==> config.mk <==
export PLATFORM = sky130hd
export DESIGN_NAME = regbank
export DESIGN_NICKNAME = d
export VERILOG_FILES = /design/src/hw/regbank_pkg.sv /design/src/hw/cal_store.sv /design/src/hw/regbank.sv
export SDC_FILE = /design/constraint.sdc
export NUM_CORES = 1
export LEC_CHECK = 0
export BUFFER_PORTS_ARGS = -buffer_cell sky130_fd_sc_hd__clkbuf_2
export CAP_MARGIN = 20
export CORE_ASPECT_RATIO = 1.5
export CORE_MARGIN = 3
export CORE_UTILIZATION = 45
export DETAILED_ROUTE_END_ITERATION = 8
export PLACE_DENSITY = 0.67
export SLEW_MARGIN = 30
export SYNTH_ARGS = -nofsm -noshare
export SYNTH_HDL_FRONTEND = slang
export SYNTH_SLANG_ARGS = --single-unit
==> constraint.sdc <==
create_clock -name i_clock -period 3.9 [get_ports i_clock]
set_clock_uncertainty 0.1 [all_clocks]
set_input_delay 0 -clock i_clock [delete_from_list [all_inputs] [get_ports i_clock]]
set_output_delay 0 -clock i_clock [all_outputs]
set_load 0.005 [all_outputs]
==> src/hw/regbank_pkg.sv <==
// constants and types shared by the converter register bank
package regbank_pkg;
	localparam int         DATA_W        = 24;
	localparam int         ADDR_W        = 4;
	// command word fields
	localparam int         CMD_WEN_BIT   = 7;
	localparam int         CMD_DIR_BIT   = 6;
	localparam int         CMD_ADDR_LSB  = 0;
	// register addresses carried in the command
	localparam logic [3:0] A_COMMAND     = 4'h0;
	localparam logic [3:0] A_STATUS      = 4'h0;
	localparam logic [3:0] A_MODE        = 4'h1;
	localparam logic [3:0] A_CHAN        = 4'h2;
	localparam logic [3:0] A_FILTER      = 4'h3;
	localparam logic [3:0] A_RESULT      = 4'h4;
	localparam logic [3:0] A_OFFSET      = 4'h5;
	localparam logic [3:0] A_GAIN        = 4'h6;
	localparam logic [3:0] A_PORT        = 4'h7;
	localparam logic [3:0] A_TEST1       = 4'hC;
	localparam logic [3:0] A_TEST2       = 4'hD;
	localparam logic [3:0] A_IDENT       = 4'hF;
	// reset values
	localparam logic [7:0]  RST_MODE     = 8'h00;
	localparam logic [7:0]  RST_CHAN     = 8'h07;
	localparam logic [7:0]  RST_PORT     = 8'h00;
	localparam logic [7:0]  RST_FILTER   = 8'h45;
	localparam logic [23:0] RST_OFFSET   = 24'h80_0000;
	localparam logic [23:0] RST_GAIN     = 24'h50_0000;
	localparam logic [7:0]  RST_TEST     = 8'h00;
	// writable bit masks
	localparam logic [7:0]  PORT_MASK    = 8'h33;
	// status bit positions
	localparam int          ST_RDY       = 7;
	localparam int          ST_CAL       = 5;
	localparam int          ST_ERR       = 3;
	localparam int          ST_LOCK      = 0;
	// mode register: pseudo-differential channel configuration bit
	localparam int          MODE_CHCON   = 4;
	localparam int          CAL_NUM      = 5;
	localparam int          CAL_IDX_W    = 3;
	localparam logic [2:0]  CAL_RST_PTR  = 3'h0;

	typedef enum logic [1:0] {
		ST_WAIT_CMD = 2'b01,
		ST_ACCESS   = 2'b10
	} phase_t;
endpackage : regbank_pkg

==> src/hw/cal_store.sv <==
// calibration coefficient store: offset and gain words per channel pair
`timescale 1ns/10ps
`default_nettype none
module cal_store
	import regbank_pkg::*;
#(
	parameter int          DEPTH = 2 * CAL_NUM,
	parameter int          IDX_W = 4
) (
	input  wire logic              i_clock,
	input  wire logic              i_rstn,
	input  wire logic              i_we,
	input  wire logic [IDX_W-1:0]  i_widx,
	input  wire logic [DATA_W-1:0] i_wdata,
	input  wire logic [IDX_W-1:0]  i_ridx,
	output logic      [DATA_W-1:0] o_rdata
);
	logic [DATA_W-1:0] mem_r [DEPTH];
	logic [DATA_W-1:0] mem_nxt [DEPTH];
	logic [DATA_W-1:0] rdata_nxt;

	always_comb begin
		for (int k = 0; k < DEPTH; k++) begin
			mem_nxt[k] = mem_r[k];
		end
		if (i_we && (int'(i_widx) < DEPTH)) begin
			mem_nxt[i_widx] = i_wdata;
		end
		rdata_nxt = (int'(i_ridx) < DEPTH) ? mem_r[i_ridx] : '0;
	end

	// lower half offsets, upper half gains, each reset to its own default
	always_ff @(posedge i_clock or negedge i_rstn) begin
		if (!i_rstn) begin
			for (int k = 0; k < DEPTH; k++) begin
				mem_r[k] <= (k < CAL_NUM) ? RST_OFFSET : RST_GAIN;
			end
			o_rdata <= '0;
		end else begin
			for (int k = 0; k < DEPTH; k++) begin
				mem_r[k] <= mem_nxt[k];
			end
			o_rdata <= rdata_nxt;
		end
	end
endmodule : cal_store
`default_nettype wire

==> src/hw/regbank.sv <==
// converter register bank behind a command-steered register port
`timescale 1ns/10ps
`default_nettype none
module regbank
	import regbank_pkg::*;
#(
	parameter logic [7:0] IDENT_CODE = 8'h5A  // arbitrary value
) (
	input  wire logic              i_clock,
	input  wire logic              i_rstn,
	input  wire logic              i_wr,
	input  wire logic              i_rd,
	input  wire logic [7:0]        i_wdata_cmd,
	input  wire logic [DATA_W-1:0] i_wdata,
	input  wire logic              i_conv_valid,
	input  wire logic [DATA_W-1:0] i_conv_data,
	input  wire logic              i_cal_busy,
	input  wire logic              i_conv_err,
	input  wire logic              i_pll_lock,
	input  wire logic [1:0]        i_port_pins,
	output logic      [DATA_W-1:0] o_rdata,
	output logic                   o_rvalid,
	output logic                   o_expect_cmd,
	output logic      [7:0]        o_mode,
	output logic      [7:0]        o_chan,
	output logic      [7:0]        o_rate_select_word,
	output logic      [1:0]        o_port_out,
	output logic      [1:0]        o_port_oen
);
	phase_t            phase_r, phase_nxt;
	logic              dir_read_r, dir_read_nxt;
	logic [ADDR_W-1:0] addr_r, addr_nxt;
	logic [7:0]        mode_r, mode_nxt;
	logic [7:0]        chan_r, chan_nxt;
	logic [7:0]        port_r, port_nxt;
	logic [7:0]        filter_r, filter_nxt;
	logic [7:0]        test1_r, test1_nxt;
	logic [7:0]        test2_r, test2_nxt;
	logic [DATA_W-1:0] result_r, result_nxt;
	logic              rdy_r, rdy_nxt;
	logic [DATA_W-1:0] rdata_nxt;
	logic              rvalid_nxt;
	logic [1:0]        pin_s1_r, pin_s2_r, pin_s3_r, pin_q_r, pin_q_nxt;
	logic              cal_we;
	logic [3:0]        cal_idx;
	logic [3:0]        cal_ridx;
	logic [DATA_W-1:0] cal_rdata;
	logic              access;
	logic [7:0]        status;

	// channel pair index; pseudo-differential mode folds two inputs onto one pair
	function automatic logic [2:0] cal_pair(input logic [7:0] chan, input logic pseudo);
		logic [3:0] ch;
		ch = chan[7:4];
		if (pseudo) begin
			cal_pair = (ch[3:1] >= 3'(CAL_NUM)) ? 3'(CAL_NUM - 1) : ch[3:1];
		end else begin
			cal_pair = (ch[2:0] >= 3'(CAL_NUM)) ? 3'(CAL_NUM - 1) : ch[2:0];
		end
	endfunction : cal_pair

	assign access  = i_wr || i_rd;
	// read slot follows the incoming command so the stored word is ready by the strobe
	assign cal_ridx = (addr_nxt == A_GAIN) ? 4'(CAL_NUM) + {1'b0, cal_pair(chan_r, mode_r[MODE_CHCON])}
		: {1'b0, cal_pair(chan_r, mode_r[MODE_CHCON])};
	assign status  = {rdy_r, 1'b0, i_cal_busy, 1'b0, i_conv_err, 2'b00, i_pll_lock};
	assign cal_idx = (addr_r == A_GAIN) ? 4'(CAL_NUM) + {1'b0, cal_pair(chan_r, mode_r[MODE_CHCON])}
	                                    : {1'b0, cal_pair(chan_r, mode_r[MODE_CHCON])};
	assign cal_we  = (phase_r == ST_ACCESS) && i_wr && !dir_read_r
	                 && ((addr_r == A_OFFSET) || (addr_r == A_GAIN));

	cal_store #(
		.DEPTH (2 * CAL_NUM),
		.IDX_W (4)
	) u_cal (
		.i_clock (i_clock),
		.i_rstn  (i_rstn),
		.i_we    (cal_we),
		.i_widx  (cal_idx),
		.i_wdata (i_wdata),
		.i_ridx  (cal_ridx),
		.o_rdata (cal_rdata)
	);

	// command phase and access sequencing
	always_comb begin
		phase_nxt    = phase_r;
		dir_read_nxt = dir_read_r;
		addr_nxt     = addr_r;
		unique case (phase_r)
			ST_WAIT_CMD: begin
				// only a write here is a command; stray reads are ignored
				if (i_wr && !i_wdata_cmd[CMD_WEN_BIT]) begin
					dir_read_nxt = i_wdata_cmd[CMD_DIR_BIT];
					addr_nxt     = i_wdata_cmd[CMD_ADDR_LSB +: ADDR_W];
					phase_nxt    = ST_ACCESS;
				end
			end
			ST_ACCESS: begin
				// an access of the wrong direction is dropped and ends the transaction
				if (access) begin
					phase_nxt = ST_WAIT_CMD;
				end
			end
			default: begin
				phase_nxt = ST_WAIT_CMD;
			end
		endcase
	end

	// register writes and hardware updates
	always_comb begin
		mode_nxt   = mode_r;
		chan_nxt   = chan_r;
		port_nxt   = port_r;
		filter_nxt = filter_r;
		test1_nxt  = test1_r;
		test2_nxt  = test2_r;
		result_nxt = result_r;
		rdy_nxt    = rdy_r;
		if (i_conv_valid) begin
			result_nxt = i_conv_data;
			rdy_nxt    = 1'b1;
		end
		if ((phase_r == ST_ACCESS) && i_wr && !dir_read_r) begin
			unique case (addr_r)
				A_MODE:   mode_nxt   = i_wdata[7:0];
				A_CHAN:   chan_nxt   = i_wdata[7:0];
				A_PORT:   port_nxt   = i_wdata[7:0] & PORT_MASK;
				A_FILTER: filter_nxt = i_wdata[7:0];
				// kept writable only so the host sees its own value; no effect
				A_TEST1:  test1_nxt  = i_wdata[7:0];
				A_TEST2:  test2_nxt  = i_wdata[7:0];
				default: begin
					// status, result and ident ignore writes
					test1_nxt = test1_r;
				end
			endcase
		end
		// a fresh result clears ready only when read, new data wins
		if ((phase_r == ST_ACCESS) && i_rd && dir_read_r && (addr_r == A_RESULT) && !i_conv_valid) begin
			rdy_nxt = 1'b0;
		end
	end

	// read data one cycle after the strobe
	always_comb begin
		rdata_nxt  = '0;
		rvalid_nxt = 1'b0;
		if ((phase_r == ST_ACCESS) && i_rd && dir_read_r) begin
			rvalid_nxt = 1'b1;
			unique case (addr_r)
				A_STATUS: rdata_nxt = {16'h0000, status};
				A_MODE:   rdata_nxt = {16'h0000, mode_r};
				A_CHAN:   rdata_nxt = {16'h0000, chan_r};
				A_PORT:   rdata_nxt = {16'h0000, port_r[7:2], pin_q_r};
				A_FILTER: rdata_nxt = {16'h0000, filter_r};
				A_RESULT: rdata_nxt = result_r;
				A_OFFSET: rdata_nxt = cal_rdata;
				A_GAIN:   rdata_nxt = cal_rdata;
				A_TEST1:  rdata_nxt = {16'h0000, test1_r};
				A_TEST2:  rdata_nxt = {16'h0000, test2_r};
				A_IDENT:  rdata_nxt = {16'h0000, IDENT_CODE};
				default:  rdata_nxt = '0;
			endcase
		end
	end

	// port pins pass three flops; a change counts once stages two and three agree
	always_comb begin
		pin_q_nxt = pin_q_r;
		for (int k = 0; k < 2; k++) begin
			if (pin_s2_r[k] == pin_s3_r[k]) begin
				pin_q_nxt[k] = pin_s3_r[k];
			end
		end
	end

	always_ff @(posedge i_clock or negedge i_rstn) begin
		if (!i_rstn) begin
			phase_r    <= ST_WAIT_CMD;
			dir_read_r <= 1'b0;
			addr_r     <= A_COMMAND;
			mode_r     <= RST_MODE;
			chan_r     <= RST_CHAN;
			port_r     <= RST_PORT;
			filter_r   <= RST_FILTER;
			test1_r    <= RST_TEST;
			test2_r    <= RST_TEST;
			result_r   <= '0;
			rdy_r      <= 1'b0;
			pin_s1_r   <= 2'b00;
			pin_s2_r   <= 2'b00;
			pin_s3_r   <= 2'b00;
			pin_q_r    <= 2'b00;
		end else begin
			phase_r    <= phase_nxt;
			dir_read_r <= dir_read_nxt;
			addr_r     <= addr_nxt;
			mode_r     <= mode_nxt;
			chan_r     <= chan_nxt;
			port_r     <= port_nxt;
			filter_r   <= filter_nxt;
			test1_r    <= test1_nxt;
			test2_r    <= test2_nxt;
			result_r   <= result_nxt;
			rdy_r      <= rdy_nxt;
			pin_s1_r   <= i_port_pins;
			pin_s2_r   <= pin_s1_r;
			pin_s3_r   <= pin_s2_r;
			pin_q_r    <= pin_q_nxt;
		end
	end

	// outputs, each straight from a flop
	logic [DATA_W-1:0] rdata_r;
	logic              rvalid_r;

	always_ff @(posedge i_clock or negedge i_rstn) begin
		if (!i_rstn) begin
			rdata_r  <= '0;
			rvalid_r <= 1'b0;
		end else begin
			rdata_r  <= rdata_nxt;
			rvalid_r <= rvalid_nxt;
		end
	end

	assign o_rdata = rdata_r;

	always_ff @(posedge i_clock or negedge i_rstn) begin
		if (!i_rstn) begin
			o_expect_cmd       <= 1'b1;
			o_mode             <= RST_MODE;
			o_chan             <= RST_CHAN;
			o_rate_select_word <= RST_FILTER;
			o_port_out         <= 2'b00;
			o_port_oen         <= 2'b11;
		end else begin
			o_expect_cmd       <= (phase_nxt == ST_WAIT_CMD);
			o_mode             <= mode_nxt;
			o_chan             <= chan_nxt;
			o_rate_select_word <= filter_nxt;
			o_port_out         <= port_nxt[1:0];
			o_port_oen         <= ~port_nxt[5:4];
		end
	end

	assign o_rvalid = rvalid_r;
endmodule : regbank
`default_nettype wire

==> results.cfg <==
[outcome]
status = finished with violations
violations = hold timing

[detailed_routing]
wl_per_cell_um = 22.0
viasPerCell = 6.00
drt_iter0_markers = 1211
num_vias = 12600
drc = 0
wl_um = 46300
firstDrtPassIters = 6
antenna_left = 0

[placed_design]
port_buffers = 117
dpl.hpwl_um = 28600
gp_congestion = 0.924

[timing]
setup_tns_ps = 0
max_freq_mhz = 292
slew_viol_final = 0
worst_slew_pin_slew_ps = 956
fin_crit_ps = 3430
slew_headroom_pct = 36.3
grt_setup_unrepaired = false
whs_ps = -37.1
finalSetupViolCount = 0
finalCritPeriodShare_pct = 87.9
hold_viol = 6

[clock_tree]
cts_resized = 0
clock-sinks = 376
cts_hold_buf = 64
cts_buffers = 37
clockBufferDepth = 3
h-tree-depth = 2
clkTransAtPathRegs_ps = 70
cts_tree = done
post_cts_buffers = 0
insertion_delay_ps = 540
clock-root-buffer = clkbuf_16

[setup_path]
critPathRequiredTime_ps = 4180
worstReg2RegEnd = u_cal.o_rdata[23]
startpoint_type = flop
crit_path_end_kind = flop
max_stage_delay_ps = 680
cp_slowest_cell = nor2b_4
path_class = reg2reg
reg2reg_setup_slack_ps = 470
arrival_ps = 3710
cp-startpoint = o_mode[4]
ff2ff_path_depth = 9
crit_chain = nand2b_1 > o21a_4 > inv_2 > ha_1 > nor2b_4 > buf_4 > nand3_1 > nand4_1 > o221ai_1
crit_fanout = 18
regToRegStartpoint = o_mode[4]

[grt]
grt_max_degree = 102
grt_overflow = 0
grt_usage_pct = 21.9
grt_first_pass_wirelength_um = 72300
grt_pass1_vias = 12800
antenna_found_initial = 1

[synth]
ys_ff_latch = 376
ys_async_sr_fraction_pct = 100
syn_nets = 1481
avgSynthCellArea_um2 = 12.5
synth_seq_area_share_pct = 53.6
netlist_area_mm2 = 0.0176
postSynthCellCount = 1412
yosysUniqueCellTypes = 61
synth_edf_count = 0
synth_ff_type = dfrtp_1
synth_warnings = 0

[layout]
nNetsFinal = 1648
drive_above_1_share_pct = 35.4
fin_util_pct = 53.5
area_growth_pct = 17.2
seq_area_mm2 = 0.00944
multi_input_comb_area_mm2 = 0.00757
fillers = 3238

[floorplanning]
die_y_um = 248
std_cell_rows = 88
die_w_um = 167
io_pins = 120
die_area_mm2 = 0.0416
start_util_pct = 45.7
coreArea_mm2 = 0.0385

[power_and_ir_drop]
ir_drop_uv = 441
p_leak_nw = 9.64
power.density_mw_per_mm2 = 530

[run]
drv_cap = 0

[min_path]
hold_path.class = in2async
==> cell usage in the layout, fill, tap and decap left out, types with 3 or more instances in the layout <==
| cell type | netlist | layout |
|---|---|---|
| dfrtp_1 | 351 | 351 |
| mux2_2 | 287 | 287 |
| nand2_1 | 173 | 171 |
| clkbuf_2 | 0 | 116 |
| o221ai_1 | 73 | 73 |
| dlygate4sd3_1 | 0 | 64 |
| mux2i_1 | 61 | 61 |
| nand3_1 | 58 | 58 |
| buf_4 | 5 | 41 |
| clkbuf_16 | 0 | 39 |
| nor2_1 | 35 | 34 |
| mux2_1 | 27 | 27 |
| a32oi_1 | 26 | 26 |
| nand4_1 | 25 | 25 |
| dfstp_2 | 25 | 25 |
| o22a_1 | 24 | 24 |
| a22oi_1 | 19 | 19 |
| inv_1 | 10 | 10 |
| o21ai_0 | 10 | 10 |
| nor2_4 | 9 | 10 |
| a21oi_1 | 10 | 10 |
| buf_12 | 0 | 10 |
| clkbuf_1 | 50 | 9 |
| nor3_1 | 9 | 8 |
| and3_1 | 8 | 8 |
| clkinv_2 | 0 | 7 |
| nand3b_1 | 5 | 5 |
| a22o_1 | 5 | 5 |
| a31oi_1 | 5 | 5 |
| clkbuf_8 | 0 | 5 |
| nand2b_1 | 4 | 4 |
| o22ai_1 | 4 | 4 |
| nor2b_1 | 4 | 3 |
| a21oi_2 | 3 | 3 |
| ha_1 | 3 | 3 |
==> worst max-delay path, delay by kind of cell, from the launching register on <==
| kind | cells | cell delay (ps) |
|---|---|---|
| simple gates | 4 | 1120 |
| flops | 1 | 600 |
| compound gates | 2 | 530 |
| fa+ha+maj | 1 | 490 |
| buf+inv | 2 | 420 |
==> worst max-delay path by stage <==
stage and to:
6_report u_cal.o_rdata[23], 5_1_grt u_cal.o_rdata[22], 4_1_cts u_cal.o_rdata[22], 3_5_place_dp u_cal.o_rdata[22]
3_3_place_gp u_cal.o_rdata[22], 2_1_floorplan u_cal.mem_r[32]
==> synthesized netlist by cell type (5+ instances only) <==
| master | count | area, um^2 |
|---|---|---|
| nor2_4 | 9 | 101 |
| inv_1 | 10 | 37.5 |
| nand2_1 | 173 | 649 |
| nand3b_1 | 5 | 37.5 |
| a21oi_1 | 10 | 50.1 |
| nand4_1 | 25 | 156 |
| clkbuf_1 | 50 | 188 |
| a31oi_1 | 5 | 31.3 |
| dfstp_2 | 25 | 657 |
| nand3_1 | 58 | 290 |
| mux2i_1 | 61 | 611 |
| dfrtp_1 | 351 | 8780 |
| a22oi_1 | 19 | 143 |
| o21ai_0 | 10 | 50.1 |
| nor3_1 | 9 | 45.0 |
| a22o_1 | 5 | 43.8 |
| buf_6 | 18 | 203 |
| o221ai_1 | 73 | 639 |
| o22a_1 | 24 | 210 |
| nor2_1 | 35 | 131 |
| mux2_1 | 27 | 304 |
| a32oi_1 | 26 | 228 |
| buf_4 | 5 | 37.5 |
| mux2_2 | 287 | 3230 |
| and3_1 | 8 | 50.1 |
| buf_2 | 28 | 140 |
==> registers in the layout, indices dropped and copies added (netlist names), 3 cells and up <==
signal / count
u_cal.mem_r: 240
o_rdata: 24
result_r: 24
u_cal.o_rdata: 24
o_chan: 8
o_mode: 8
o_rate_select_word: 8
test1_r: 8
test2_r: 8
addr_r: 4
port_r: 3
==> cell families (layout without fill, tap and decap cells) <==
group	after synthesis	in the layout	share of synthesized area (%)
mux	376	376	23.7
simple gates	342	342	9.29
xor+xnor	1	1	0.156
compound gates	197	197	9.36
buf+inv	115	309	3.53
flops	376	376	53.6
fa+ha+maj	5	5	0.327
other cells	0	1	0
==> power breakdown <==
| part | leakage, nW | internal (mW) | switching [mW] | total (mW) |
|---|---|---|---|---|
| logic | 3.98 | 1.17 | 1.74 | 2.91 |
| clock network | 0.594 | 2.07 | 1.52 | 3.59 |
| registers | 5.06 | 4.21 | 0.215 | 4.43 |
==> area by class of cell <==
type                       instances  area share [%]
inverter                          11           0.200
tap                              495            3.00
timing repair buffer             232            8.46
multi-input combinational        921            36.7
sequential                       376            45.8
antenna                            1          0.0121
clock buffer                      53            5.23
clock inverter                    13           0.631
==> stage by stage <==
stage / hold WS [ps] / cells / setup slack, ps / area [um^2] / power (mW)
global placement: -13.8 / 1971 / 603 / 18800 / 7.27
detailed placement: -0.521 / 1971 / 548 / 18800 / 7.31
finish: -37.1 / 2102 / 472 / 20600 / 10.9
CTS: 27.0 / 2101 / 537 / 20600 / 11.0
global route: 19.1 / 2102 / 374 / 20600 / 11.4
floorplan: -396 / 1412 / 817 / 17600 / 6.30
==> per-layer routing <==
metal | vias up | routed length (um) | track usage [%]
met5 | - | 0 | 0
li1 | 5551 | - | -
met3 | 106 | 2340 | 2.49
met1 | 6493 | 18700 | 27.3
met4 | 0 | 1810 | 9.03
met2 | 464 | 23500 | 38.8
No activity file was read; power rests on OpenSTA's default activity.
